--- src/rtl/twi_pkg.sv ---
// Constants and types for the two-wire serial master/slave port
// Functional notes
// - Serial rate up to one twentieth of system clock, master or slave.
// - Transfer opens with START, then seven address bits and direction bit.
// - Direction bit one means read from slave, zero means write.
// - Receiver acks with SDA low during SCL high; high means not-ack.
// - Master sends START, address, then write bytes, awaiting ack each.
// - On read the slave sends bytes and awaits master ack each.
// - Master ends every transfer with STOP, freeing the bus.
// - Master starts only on free bus: after STOP or free timeout.
// - Master sampling low while sending high loses; becomes slave receiver in address byte, else ignores bus.
// - SCL and SDA are open-drain only; released lines float high.
// - Slave may stretch SCL low; master waits for SCL really high.
// - SCL low beyond 25 ms is timeout; reset link within 10 ms.
// - With timeout enabled, timer reloads while SCL high, counts when low.
// - Bus free after both lines high over ten source periods.
// - Pending master START goes out as soon as free timeout expires.
// - Free timeout needs the selected overflow source, even slave-only.
// - Interrupt per byte; when sending it follows the ack cycle.
// - When receiving, interrupt precedes ack; software supplies ack value.
// - Interrupt on master START generated and on slave STOP detected.
// - One byte register holds outgoing and incoming bytes; shifting autonomous.
// - SCL clock pulses driven only as master; slave follows SCL.
// - Source select 00,01,10,11: timer0, timer1, timer2 high, timer2 low.
// - One overflow sets minimum SCL low and high; bit rate overflow/3.
// - Slave inhibited: lines watched, addresses not-acked, no slave interrupts; the port masks only the address-byte and STOP-detect interrupts.
// - Free timeout acts as STOP detected: interrupt and stop flag.
package twi_pkg;

    // Overflow source codes
    localparam logic [1:0] SRC_T0 = 2'h0;
    localparam logic [1:0] SRC_T1 = 2'h1;
    localparam logic [1:0] SRC_T2H = 2'h2;
    localparam logic [1:0] SRC_T2L = 2'h3;

    // SCL phase lengths in overflow periods, minus one
    localparam int TCNT_W = 2;
    localparam logic [TCNT_W-1:0] LOW_END = 2'h0;
    localparam logic [TCNT_W-1:0] HIGH_END = 2'h1;

    // Free timeout: more than ten source periods
    localparam logic [3:0] FREE_TICKS = 4'ha;

    // Bit counter marks
    localparam logic [3:0] DIR_CNT = 4'h7;
    localparam logic [3:0] ACK_CNT = 4'h8;
    localparam logic [3:0] DONE_CNT = 4'h9;

    typedef enum logic [2:0] {
        ST_IDLE,
        ST_START,
        ST_XFER,
        ST_IGNORE,
        ST_STOP
    } state_t;

endpackage

--- src/rtl/twi_serial_port.sv ---
// Two-wire serial master/slave port with byte shifter and bus monitor
`timescale 1ns/1ps
module twi_serial_port
    import twi_pkg::*;
(
    // Clock and reset
    input wire logic clk_i,
    input wire logic resetn_i,
    // Configuration
    input wire logic enable_i,
    input wire logic slave_event_inhibit_i,
    input wire logic scl_low_timeout_enable_i,
    input wire logic bus_free_timeout_enable_i,
    input wire logic [1:0] bit_clock_source_select_i,
    // Timer overflow pulses
    input wire logic tick_t0_i,
    input wire logic tick_t1_i,
    input wire logic tick_t2h_i,
    input wire logic tick_t2l_i,
    // Software requests
    input wire logic start_req_i,
    input wire logic stop_req_i,
    input wire logic irq_clear_i,
    input wire logic ack_out_i,
    input wire logic data_wr_i,
    input wire logic [7:0] data_i,
    // Status
    output logic irq_o,
    output logic master_o,
    output logic tx_mode_o,
    output logic start_flag_o,
    output logic stop_flag_o,
    output logic ack_rx_o,
    output logic arb_lost_o,
    output logic busy_o,
    output logic [7:0] data_o,
    output logic timer_reload_o,
    // Bus pins
    input wire logic scl_i,
    output logic scl_o,
    output logic scl_oe_o,
    input wire logic sda_i,
    output logic sda_o,
    output logic sda_oe_o
);

    state_t state_r;
    logic [2:0] sync_r [2];
    logic lvl_r [2];
    logic [1:0] pin_c;
    logic scl_f, sda_f, scl_rise, scl_fall, sda_rise, sda_fall;
    logic start_det, stop_det, tick, lo_done, hi_done, free_done, tx_msb;
    logic scl_low_r, sda_low_r, zero_r, irq_r, master_r, tx_mode_r;
    logic start_pend_r, stop_flag_r, ack_rx_r, arb_lost_r, busy_r;
    logic addr_r, dir_r, inh_r, reload_r;
    logic [TCNT_W-1:0] tcnt_r;
    logic [3:0] free_cnt_r, cnt_r;
    logic [7:0] shreg_r;

    // Line synchronisers, three stages each
    // filter latency
    assign pin_c = {sda_i, scl_i};
    for (genvar g = 0; g < 2; g++) begin : g_sync
        always_ff @(posedge clk_i or negedge resetn_i) begin
            if (!resetn_i) begin
                sync_r[g] <= 3'h7;
                lvl_r[g] <= 1'b1;
            end else begin
                sync_r[g] <= {sync_r[g][1:0], pin_c[g]};
                if (sync_r[g][2] == sync_r[g][1]) begin
                    lvl_r[g] <= sync_r[g][2];
                end
            end
        end
    end

    // Filtered levels and their edges
    assign scl_f = lvl_r[0];
    assign sda_f = lvl_r[1];
    assign scl_rise = (sync_r[0][2:1] == 2'h3) && !scl_f;
    assign scl_fall = (sync_r[0][2:1] == 2'h0) && scl_f;
    assign sda_rise = (sync_r[1][2:1] == 2'h3) && !sda_f;
    assign sda_fall = (sync_r[1][2:1] == 2'h0) && sda_f;
    assign start_det = sda_fall && scl_f && !scl_fall;
    assign stop_det = sda_rise && scl_f && !scl_fall;

    // Overflow source selection
    // source mapping
    always_comb begin
        tick = 1'b0;
        unique case (bit_clock_source_select_i)
            SRC_T0: tick = tick_t0_i;
            SRC_T1: tick = tick_t1_i;
            SRC_T2H: tick = tick_t2h_i;
            SRC_T2L: tick = tick_t2l_i;
        endcase
    end

    // Phase ends of the master clock
    assign lo_done = scl_low_r && tick && (tcnt_r == LOW_END);
    assign hi_done = master_r && !scl_low_r && scl_f && tick &&
                     (tcnt_r == HIGH_END);
    assign tx_msb = data_wr_i ? data_i[7] : shreg_r[7];

    // SCL driver: master timing and interrupt hold
    // one tick low, two high
    always_ff @(posedge clk_i or negedge resetn_i) begin
        if (!resetn_i) begin
            scl_low_r <= 1'b0;
            tcnt_r <= '0;
        end else if (!enable_i || state_r == ST_IDLE ||
                     state_r == ST_IGNORE) begin
            scl_low_r <= 1'b0;
            tcnt_r <= '0;
        end else if (irq_r) begin
            scl_low_r <= 1'b1;
            tcnt_r <= '0;
        end else if (!master_r) begin
            scl_low_r <= 1'b0;
            tcnt_r <= '0;
        end else if (scl_low_r) begin
            if (lo_done) begin
                scl_low_r <= 1'b0;
                tcnt_r <= '0;
            end else if (tick) begin
                tcnt_r <= tcnt_r + 2'h1;
            end
        end else if (!scl_f) begin
            tcnt_r <= '0;
        end else if (hi_done) begin
            tcnt_r <= '0;
            scl_low_r <= (state_r != ST_STOP);
        end else if (tick) begin
            tcnt_r <= tcnt_r + 2'h1;
        end
    end

    // Bus free counter
    // counts source periods
    always_ff @(posedge clk_i or negedge resetn_i) begin
        if (!resetn_i) begin
            free_cnt_r <= '0;
        end else if (!enable_i || !(scl_f && sda_f)) begin
            free_cnt_r <= '0;
        end else if (tick && free_cnt_r != FREE_TICKS) begin
            free_cnt_r <= free_cnt_r + 4'h1;
        end
    end
    assign free_done = enable_i && bus_free_timeout_enable_i && busy_r &&
                       scl_f && sda_f && tick && (free_cnt_r == FREE_TICKS);

    // External timeout timer reload
    // reload while SCL high
    always_ff @(posedge clk_i or negedge resetn_i) begin
        if (!resetn_i) begin
            reload_r <= 1'b0;
            zero_r <= 1'b0;
        end else begin
            reload_r <= enable_i && scl_low_timeout_enable_i && scl_f;
            zero_r <= 1'b0;
        end
    end

    // Transfer sequencer, shifter and flags
    always_ff @(posedge clk_i or negedge resetn_i) begin
        if (!resetn_i) begin
            state_r <= ST_IDLE;
            sda_low_r <= 1'b0;
            irq_r <= 1'b0;
            master_r <= 1'b0;
            tx_mode_r <= 1'b0;
            start_pend_r <= 1'b0;
            stop_flag_r <= 1'b0;
            ack_rx_r <= 1'b0;
            arb_lost_r <= 1'b0;
            busy_r <= 1'b0;
            addr_r <= 1'b0;
            dir_r <= 1'b0;
            inh_r <= 1'b0;
            cnt_r <= '0;
            shreg_r <= '0;
        end else if (!enable_i) begin
            state_r <= ST_IDLE;
            sda_low_r <= 1'b0;
            irq_r <= 1'b0;
            master_r <= 1'b0;
            start_pend_r <= 1'b0;
            stop_flag_r <= 1'b0;
            busy_r <= 1'b0;
        end else begin
            if (data_wr_i && (irq_r || state_r != ST_XFER)) begin
                shreg_r <= data_i;
            end
            if (irq_clear_i && irq_r) begin
                irq_r <= 1'b0;
                if (!master_r) begin
                    stop_flag_r <= 1'b0;
                end
                if (state_r == ST_XFER) begin
                    if (cnt_r == ACK_CNT) begin
                        sda_low_r <= ack_out_i;
                    end else if (master_r && stop_flag_r) begin
                        state_r <= ST_STOP;
                        sda_low_r <= 1'b1;
                    end else begin
                        sda_low_r <= tx_mode_r && !tx_msb;
                    end
                end
            end
            if (start_req_i) begin
                start_pend_r <= 1'b1;
            end
            if (stop_req_i) begin
                stop_flag_r <= 1'b1;
            end
            unique case (state_r)
                ST_IDLE: begin
                    if (start_pend_r && !busy_r && scl_f && sda_f &&
                        !start_det) begin
                        state_r <= ST_START;
                        master_r <= 1'b1;
                        sda_low_r <= 1'b1;
                        arb_lost_r <= 1'b0;
                    end
                end
                ST_START: begin
                    if (hi_done) begin
                        state_r <= ST_XFER;
                        irq_r <= 1'b1;
                        start_pend_r <= start_req_i; // New request wins
                        cnt_r <= '0;
                        tx_mode_r <= 1'b1;
                        addr_r <= 1'b1;
                    end
                end
                ST_XFER: begin
                    if (irq_r) begin
                        cnt_r <= cnt_r;
                    end else if (scl_rise) begin
                        if (cnt_r != DONE_CNT) begin
                            cnt_r <= cnt_r + 4'h1;
                        end
                        if (cnt_r == ACK_CNT) begin
                            ack_rx_r <= !sda_f;
                        end else if (cnt_r < ACK_CNT) begin
                            shreg_r <= {shreg_r[6:0], sda_f};
                            if (addr_r && cnt_r == DIR_CNT) begin
                                dir_r <= sda_f;
                            end
                            if (master_r && tx_mode_r && !sda_low_r &&
                                !sda_f) begin
                                master_r <= 1'b0;
                                arb_lost_r <= 1'b1;
                                tx_mode_r <= 1'b0;
                                if (!addr_r) begin
                                    state_r <= ST_IGNORE;
                                end
                            end
                        end
                    end else if (scl_fall) begin
                        if (cnt_r < ACK_CNT) begin
                            sda_low_r <= tx_mode_r && !shreg_r[7];
                        end else if (cnt_r == ACK_CNT) begin
                            if (tx_mode_r) begin
                                sda_low_r <= 1'b0;
                            end else if (addr_r && !master_r && inh_r) begin
                                sda_low_r <= 1'b0;
                            end else begin
                                irq_r <= 1'b1;
                            end
                        end else begin
                            cnt_r <= '0;
                            addr_r <= 1'b0;
                            if (tx_mode_r) begin
                                irq_r <= 1'b1;
                            end
                            if (addr_r && master_r) begin
                                tx_mode_r <= !dir_r;
                            end else if (addr_r && !ack_rx_r) begin
                                state_r <= ST_IGNORE;
                            end else if (addr_r) begin
                                tx_mode_r <= dir_r;
                            end
                            if (!tx_mode_r) begin
                                if (master_r && stop_flag_r) begin
                                    state_r <= ST_STOP;
                                    sda_low_r <= 1'b1;
                                end else begin
                                    sda_low_r <= addr_r && !master_r &&
                                                 dir_r && ack_rx_r &&
                                                 !shreg_r[7];
                                end
                            end
                        end
                    end
                end
                ST_IGNORE: begin
                    cnt_r <= '0;
                end
                ST_STOP: begin
                    if (hi_done) begin
                        state_r <= ST_IDLE;
                        sda_low_r <= 1'b0;
                        master_r <= 1'b0;
                        stop_flag_r <= stop_req_i; // New request wins
                    end
                end
            endcase
            // Foreign START: join as slave receiver
            if (start_det) begin
                busy_r <= 1'b1;
                if (!master_r) begin
                    state_r <= ST_XFER;
                    cnt_r <= '0;
                    tx_mode_r <= 1'b0;
                    addr_r <= 1'b1;
                    sda_low_r <= 1'b0;
                    inh_r <= slave_event_inhibit_i;
                end
            end
            // STOP seen on the bus
            if (stop_det) begin
                busy_r <= 1'b0;
                if (state_r == ST_XFER || state_r == ST_IGNORE) begin
                    state_r <= ST_IDLE;
                    master_r <= 1'b0;
                    sda_low_r <= 1'b0;
                end
                if (!master_r && !inh_r && state_r == ST_XFER) begin
                    irq_r <= 1'b1;
                    stop_flag_r <= 1'b1;
                end
            end
            if (free_done && !master_r) begin
                busy_r <= 1'b0;
                state_r <= ST_IDLE;
                sda_low_r <= 1'b0;
                irq_r <= 1'b1;
                stop_flag_r <= 1'b1;
            end
        end
    end

    // Outputs; pins only ever pulled low
    // open-drain drive
    assign scl_o = zero_r;
    assign sda_o = zero_r;
    assign scl_oe_o = scl_low_r;
    assign sda_oe_o = sda_low_r;
    assign irq_o = irq_r;
    assign master_o = master_r;
    assign tx_mode_o = tx_mode_r;
    assign start_flag_o = start_pend_r;
    assign stop_flag_o = stop_flag_r;
    assign ack_rx_o = ack_rx_r;
    assign arb_lost_o = arb_lost_r;
    assign busy_o = busy_r;
    assign data_o = shreg_r;
    assign timer_reload_o = reload_r;
endmodule

--- config.mk ---
export PLATFORM = sky130hd
export DESIGN_NAME = twi_serial_port
export DESIGN_NICKNAME = d
export VERILOG_FILES = /design/src/rtl/twi_pkg.sv /design/src/rtl/twi_serial_port.sv
export SDC_FILE = /design/constraint.sdc
export NUM_CORES = 1
export LEC_CHECK = 0
export BUFFER_PORTS_ARGS = -buffer_cell sky130_fd_sc_hd__buf_2
export CAP_MARGIN = 10
export CELL_PAD_IN_SITES_DETAIL_PLACEMENT = 1
export CELL_PAD_IN_SITES_GLOBAL_PLACEMENT = 2
export CORE_ASPECT_RATIO = 0.6
export CORE_MARGIN = 5
export CORE_UTILIZATION = 25
export CTS_BUF_LIST = sky130_fd_sc_hd__clkbuf_4
export DETAILED_ROUTE_END_ITERATION = 8
export GPL_ROUTABILITY_DRIVEN = 0
export GPL_TIMING_DRIVEN = 0
export PLACE_DENSITY_LB_ADDON = 0.1
export RECOVER_POWER = 50
export SYNTH_ARGS = -nofsm -noshare
export SYNTH_HDL_FRONTEND = slang
export SYNTH_SLANG_ARGS = --single-unit
--- constraint.sdc ---
create_clock -name clk_i -period 3 [get_ports clk_i]
set_clock_uncertainty 0.1 [all_clocks]
set_input_delay 0 -clock clk_i [delete_from_list [all_inputs] [get_ports clk_i]]
set_output_delay 0 -clock clk_i [all_outputs]
set_load 0.02 [all_outputs]
* Word level (Yosys, flattened, before mapping) *
Cells that the tools add are included.

word-level totals
  input bits = 27
  output and inout bits = 21
  bits in registers = 43
  logic and storage cells = 293

operators by class
  bitwise operators = 3
  muxes and demuxes = 159
  reductions and logical operators = 78
  equality and inequality tests = 26
  add/subtract/negate cells = 3
  order comparisons = 1

operators with widths
  cell                   number
  $mux W1                98
  $mux W3                27
  $mux W8                6
  $logic_and A1 B1 Y1    47
  $mux W4                11
  $mux W2                8
  $logic_not A1 Y1       15
  $pmux W3 S4            1
  $pmux W4 S3            1
  $add A4 B1 Y4 const B  2
  $eq A2 B2 Y1 const B   4
  $eq A4 B4 Y1 const B   2
  $logic_not A2 Y1       4
  $ne A4 B4 Y1 const B   2
  $pmux W1 S2            4
  $reduce_and A8 Y1      1
  $reduce_and A7 Y1      1
  $eq A3 B2 Y1 const B   2
  $ne A2 B1 Y1 const B   3
  $ne A2 B2 Y1 const B   3
  $pmux W1 S3            2
  $logic_or A1 B1 Y1     5
  $reduce_and A5 Y1      1
  $eq A2 B1 Y1 const B   2
  14 further kinds       18

* Longest topological paths before layout *
  word-level depth = 22
  mapped depth = 8
  mapped depth without buffers = 7

* Least setup slack after synthesis *
No wires, ideal clock.

  path kind = register to register
  from = register irq_r, in the netlist irq_o
  to = register dir_r
  slack = 615 ps
  library setup time = 128 ps
  cell stages (with the launch flop) = 7
  data required time = 2772 ps
  period minus slack after synthesis = 2385 ps
  buffers on the path = 2
  arrival time = 2157 ps
  path through = dfrtp_1 or4b_4 buf_6 or3_1 buf_6 nor4_4 mux2_1

on the way
  cells in the longest elaborated chain, start to end = 2

ends and longest elaborated chain
  element                             RTL line                RTL
  from (decl)                         twi_serial_port.sv:53   logic scl_low_r, sda_low_r, zero_r, irq_r, master_r, tx_mode_r;
  from (signal assigned)              twi_serial_port.sv:169  irq_r <= 1'b0;
  from (signal assigned)              twi_serial_port.sv:185  irq_r <= 1'b0;
  from (signal assigned)              twi_serial_port.sv:195  irq_r <= 1'b0;
  $not A1 Y1 (no source line)         -
  $reduce_and A7 Y1 (no source line)  -
  to (signal assigned)                twi_serial_port.sv:178  dir_r <= 1'b0;
  to (signal assigned)                twi_serial_port.sv:248  dir_r <= sda_f;
  to (decl)                           twi_serial_port.sv:55   logic addr_r, dir_r, inh_r, reload_r;

No other way between the ends.
A chain may end at the register's enable or synchronous reset.

* Final worst setup path *
  from = register sync_r[4] in the netlist's numbering
  to = register cnt_r[1]

on the way
  cells in the longest elaborated chain, start to end = 8
  elaborated cells on any way between the ends = 12
  those cells by class = 1 x eq/ne; 6 x mux; 5 x reduce/logical

ends and longest elaborated chain
  element                            RTL line                RTL
  from (decl)                        twi_serial_port.sv:48   logic [2:0] sync_r [2];
  from (signal, indexed assignment)  twi_serial_port.sv:69   sync_r[g] <= {sync_r[g][1:0], pin_c[g]};
  $logic_not A2 Y1                   twi_serial_port.sv:81   assign scl_fall = (sync_r[0][2:1] == 2'h0) && scl_f;
  $logic_and A1 B1 Y1                twi_serial_port.sv:81
  $mux W4                            twi_serial_port.sv:260  end else if (scl_fall) begin
  $mux W4                            twi_serial_port.sv:239  end else if (scl_rise) begin
  $mux W4                            twi_serial_port.sv:237  if (irq_r) begin
  $pmux W4 S3                        twi_serial_port.sv:216  unique case (state_r)
  $mux W4                            twi_serial_port.sv:312  if (!master_r) begin
  $mux W4 *                          twi_serial_port.sv:310  if (start_det) begin
  to (signal assigned)               twi_serial_port.sv:238  cnt_r <= cnt_r;
  to (signal assigned)               twi_serial_port.sv:241  cnt_r <= cnt_r + 4'h1;
  to (decl)                          twi_serial_port.sv:57   logic [3:0] free_cnt_r, cnt_r;

Mark *: on every way between the ends. The rest lies on a longest branch, timed or not.

==> out/metrics.yaml <==
cts:
  cts_buffers: 5
  hold_buffers: 19
  cts_root_buffer: "clkbuf_4"
  cts_setup_buffers: 0
  clk_latency_ps: 390
  cts_resized: 0
  htreeDepth: 2
  clk_path_buf_depth: 2
  cts_sinks: 43
  path_clk_slew_ps: 150
  cts_tree: "yes"
global_route:
  use_met1: 0.260
  use_met3: 0.0323
  antenna_found_initial: 0
  grt_pass1_wl_um: 15800
  grt_max_degree: 44
  grtUsageTotal: 0.157
  grt_pass1_vias: 2695
  top_usage_layer: "met1"
  groute.layer.met2.usage: 0.208
  overflow: 0
timing:
  relSlewSlack: 0.277
  worstMarginPinSlew_ps: 1080
  hold-worst-slack_ps: 142
  fin_setup_tns_ps: 0
  slew_viol_final: 0
  setup_violations: 0
  finalHoldViolations: 0
  fin_crit_ps: 2600
  fin_crit_sh: 0.865
  max_clock_freq_ghz: 0.385
  rsz0062_at_grt: "false"
finish:
  nets: 411
  regArea_um2: 1090
  drive_gt1_frac: 0.144
  syn_to_final_growth_pct: 25.2
  multi_input_comb_area_um2: 1450
  n_fill_cell: 1249
  fin_area_um2: 3360
  n_antenna_cell: 0
power_and_ir_drop:
  ir_worst_vdd_v: 0.000155
  power_density_nw_per_um2: 448
  p_leak_nw: 1.36
floorplanning:
  pin_count: 48
  die_w_um: 144
  fp-row-count: 29
  die_area_um2: 13000
  start_util: 0.255
  die_y_um: 90.2
  core_area_um2: 10500
placement:
  port_buffers: 45
  placed_area_um2: 3090
  dpl.hpwl_um: 7410
critical_path:
  worst-path-buf-inv: 1
  cp_max_fo: 8
  worstPathArrival_ps: 2770
  slowest_stage: "dfstp_1"
  start_kind: "flop"
  crit_required_ps: 3170
  path_delay_family: "simple AND/OR/NAND/NOR gates"
  crit_type: "flop to flop"
  setup.worst_path.end_class: "flop"
  critical-path-max-stage-delay_ps: 570
  path_cells: "inv_1 > ha_1 > nand4b_1 > or2_2 > o21ai_0 > nand2_1 > a221o_1"
routing:
  routed_via_density: 5.12
  antenna_left: 0
  route.detailed.drc: 0
  wl_per_cell_um: 19.4
  drt_iter0_markers: 219
  wirelength_um: 9940
  drt_first_pass_iters: 5
  vias: 2629
synthesis:
  synthArstFlopShare: 1.00
  synth_ff_type: "dfrtp_1"
  synth.avg_cell_area_um2: 8.91
  synth_edf_count: 0
  ys_seq_elements: 43
  synth_area_um2: 2680
  syn_inst: 301
  ys_warn_count: 0
  synth.yosys.seq_area_share: 0.405
  ys_types: 58
job:
  cap_violations: 0
hold_path:
  hp-class: "input pin to flop"
run_status:
  outcome: "complete, no violations"
-- metal layers --
layer	part of all wire	wire length [um]
met1	0.55	5470
met2	0.39	3890
met3	0.050	501
met4	0.0071	71
met5	0	0
-- synth_stat cells, types with 3 or more instances --
cell | n | area [um2]
ha_1 | 11 | 138
dfstp_2 | 8 | 210
nand3_1 | 11 | 55.1
nor3_1 | 11 | 55.1
and3_1 | 4 | 25.0
xnor2_1 | 3 | 26.3
a31oi_1 | 5 | 31.3
nand2_1 | 20 | 75.1
inv_1 | 16 | 60.1
nor2_1 | 31 | 116
a21oi_1 | 28 | 140
nor4b_1 | 3 | 26.3
nand2b_1 | 4 | 25.0
nand3b_1 | 4 | 30.0
buf_6 | 3 | 33.8
o22ai_1 | 10 | 62.6
nor4_1 | 4 | 25.0
nand4b_1 | 3 | 26.3
nor2b_1 | 3 | 18.8
o31ai_1 | 5 | 37.5
clkbuf_1 | 11 | 41.3
nand4_1 | 3 | 18.8
and3b_1 | 4 | 35.0
dfrtp_1 | 35 | 876
o21ai_0 | 15 | 75.1
xor2_1 | 3 | 26.3
-- sequential cells by signal, indices dropped and copies added (netlist names), 2 cells and up --
signal	flops
free_cnt_r	4
data_o	8
sync_r	6
tcnt_r	2
cnt_r	4
state_r	3
-- worst reg2reg max path, delay by kind of cell (launching register included) --
family | cells | cell delay (ps)
simple gates | 3 | 860
compound gates | 2 | 570
flops | 1 | 570
fa+ha+maj | 1 | 330
buf+inv | 1 | 50
-- power breakdown --
group          switching, mW  internal [mW]
Sequential            0.0594          0.629
Combinational          0.208          0.117
Clock                  0.222          0.269
Total                  0.489           1.01
-- stage by stage --
stage | total power, mW | setup slack (ps) | utilization | std cells
after floorplan | 0.867 | 615 | - | 302
after global placement | 1.01 | 474 | 0.293 | 486
after detailed placement | 1.01 | 475 | 0.293 | 486
after CTS | 1.53 | 431 | 0.321 | 513
after global routing | 1.58 | 249 | 0.319 | 513
final | 1.50 | 404 | 0.319 | 513
-- kinds of logic (layout without fill, tap and decap cells) --
group | count (synthesis) | in the layout | share of synthesized area
buffers and inverters | 33 | 105 | 0.0574
muxes | 5 | 5 | 0.0243
AOI/OAI and AO/OA | 83 | 83 | 0.196
xor gates and xnor gates | 6 | 6 | 0.0196
adders and majority gates | 11 | 11 | 0.0513
other | 1 | 2 | 0.00140
DFF | 43 | 43 | 0.405
and+or+nand+nor | 119 | 119 | 0.245
-- placed cells by master, fill, tap and decap left out, drive strengths merged, types with 4 or more instances in the layout --
cell type | synthesis | layout
dfrtp | 35 | 35
clkbuf | 11 | 35
buf | 6 | 33
nor2 | 31 | 31
a21oi | 29 | 29
nand2 | 20 | 20
dlygate4sd3 | 0 | 19
inv | 16 | 16
o21ai | 15 | 15
nor3 | 11 | 11
nand3 | 11 | 11
ha | 11 | 11
o22ai | 10 | 10
dfstp | 8 | 8
a31oi | 5 | 5
o31ai | 5 | 5
nor4 | 5 | 5
and3 | 4 | 4
and3b | 4 | 4
nand3b | 4 | 4
nand2b | 4 | 4
-- area by class of cell --
cell class,count,area share
inverter,16,0.0179
tap,139,0.0518
sequential,43,0.323
clock buffer,6,0.0134
buffer,17,0.0279
clock inverter,2,0.0179
multi-input combinational,226,0.431
timing repair buffer,64,0.117
-- path summary, 6_finish.rpt --
check	to	depth (start not counted)	slack, ps	startpoint
max	cnt_r[1]$_DFFE_PN0P_	7	400	sync_r[4]$_DFF_PN1_
min	state_r[1]$_DFF_PN0_	5	140	bus_free_timeout_enable_i
max reg2reg	cnt_r[1]$_DFFE_PN0P_	7	400	sync_r[4]$_DFF_PN1_
min reg2reg	sync_r[4]$_DFF_PN1_	0	270	sync_r[3]$_DFF_PN1_
max in group asynchronous	cnt_r[3]$_DFFE_PN0P_	2	1890	resetn_i
min in group asynchronous	master_o$_DFF_PN0_	2	240	resetn_i
Power figures use the tool's default switching activity.
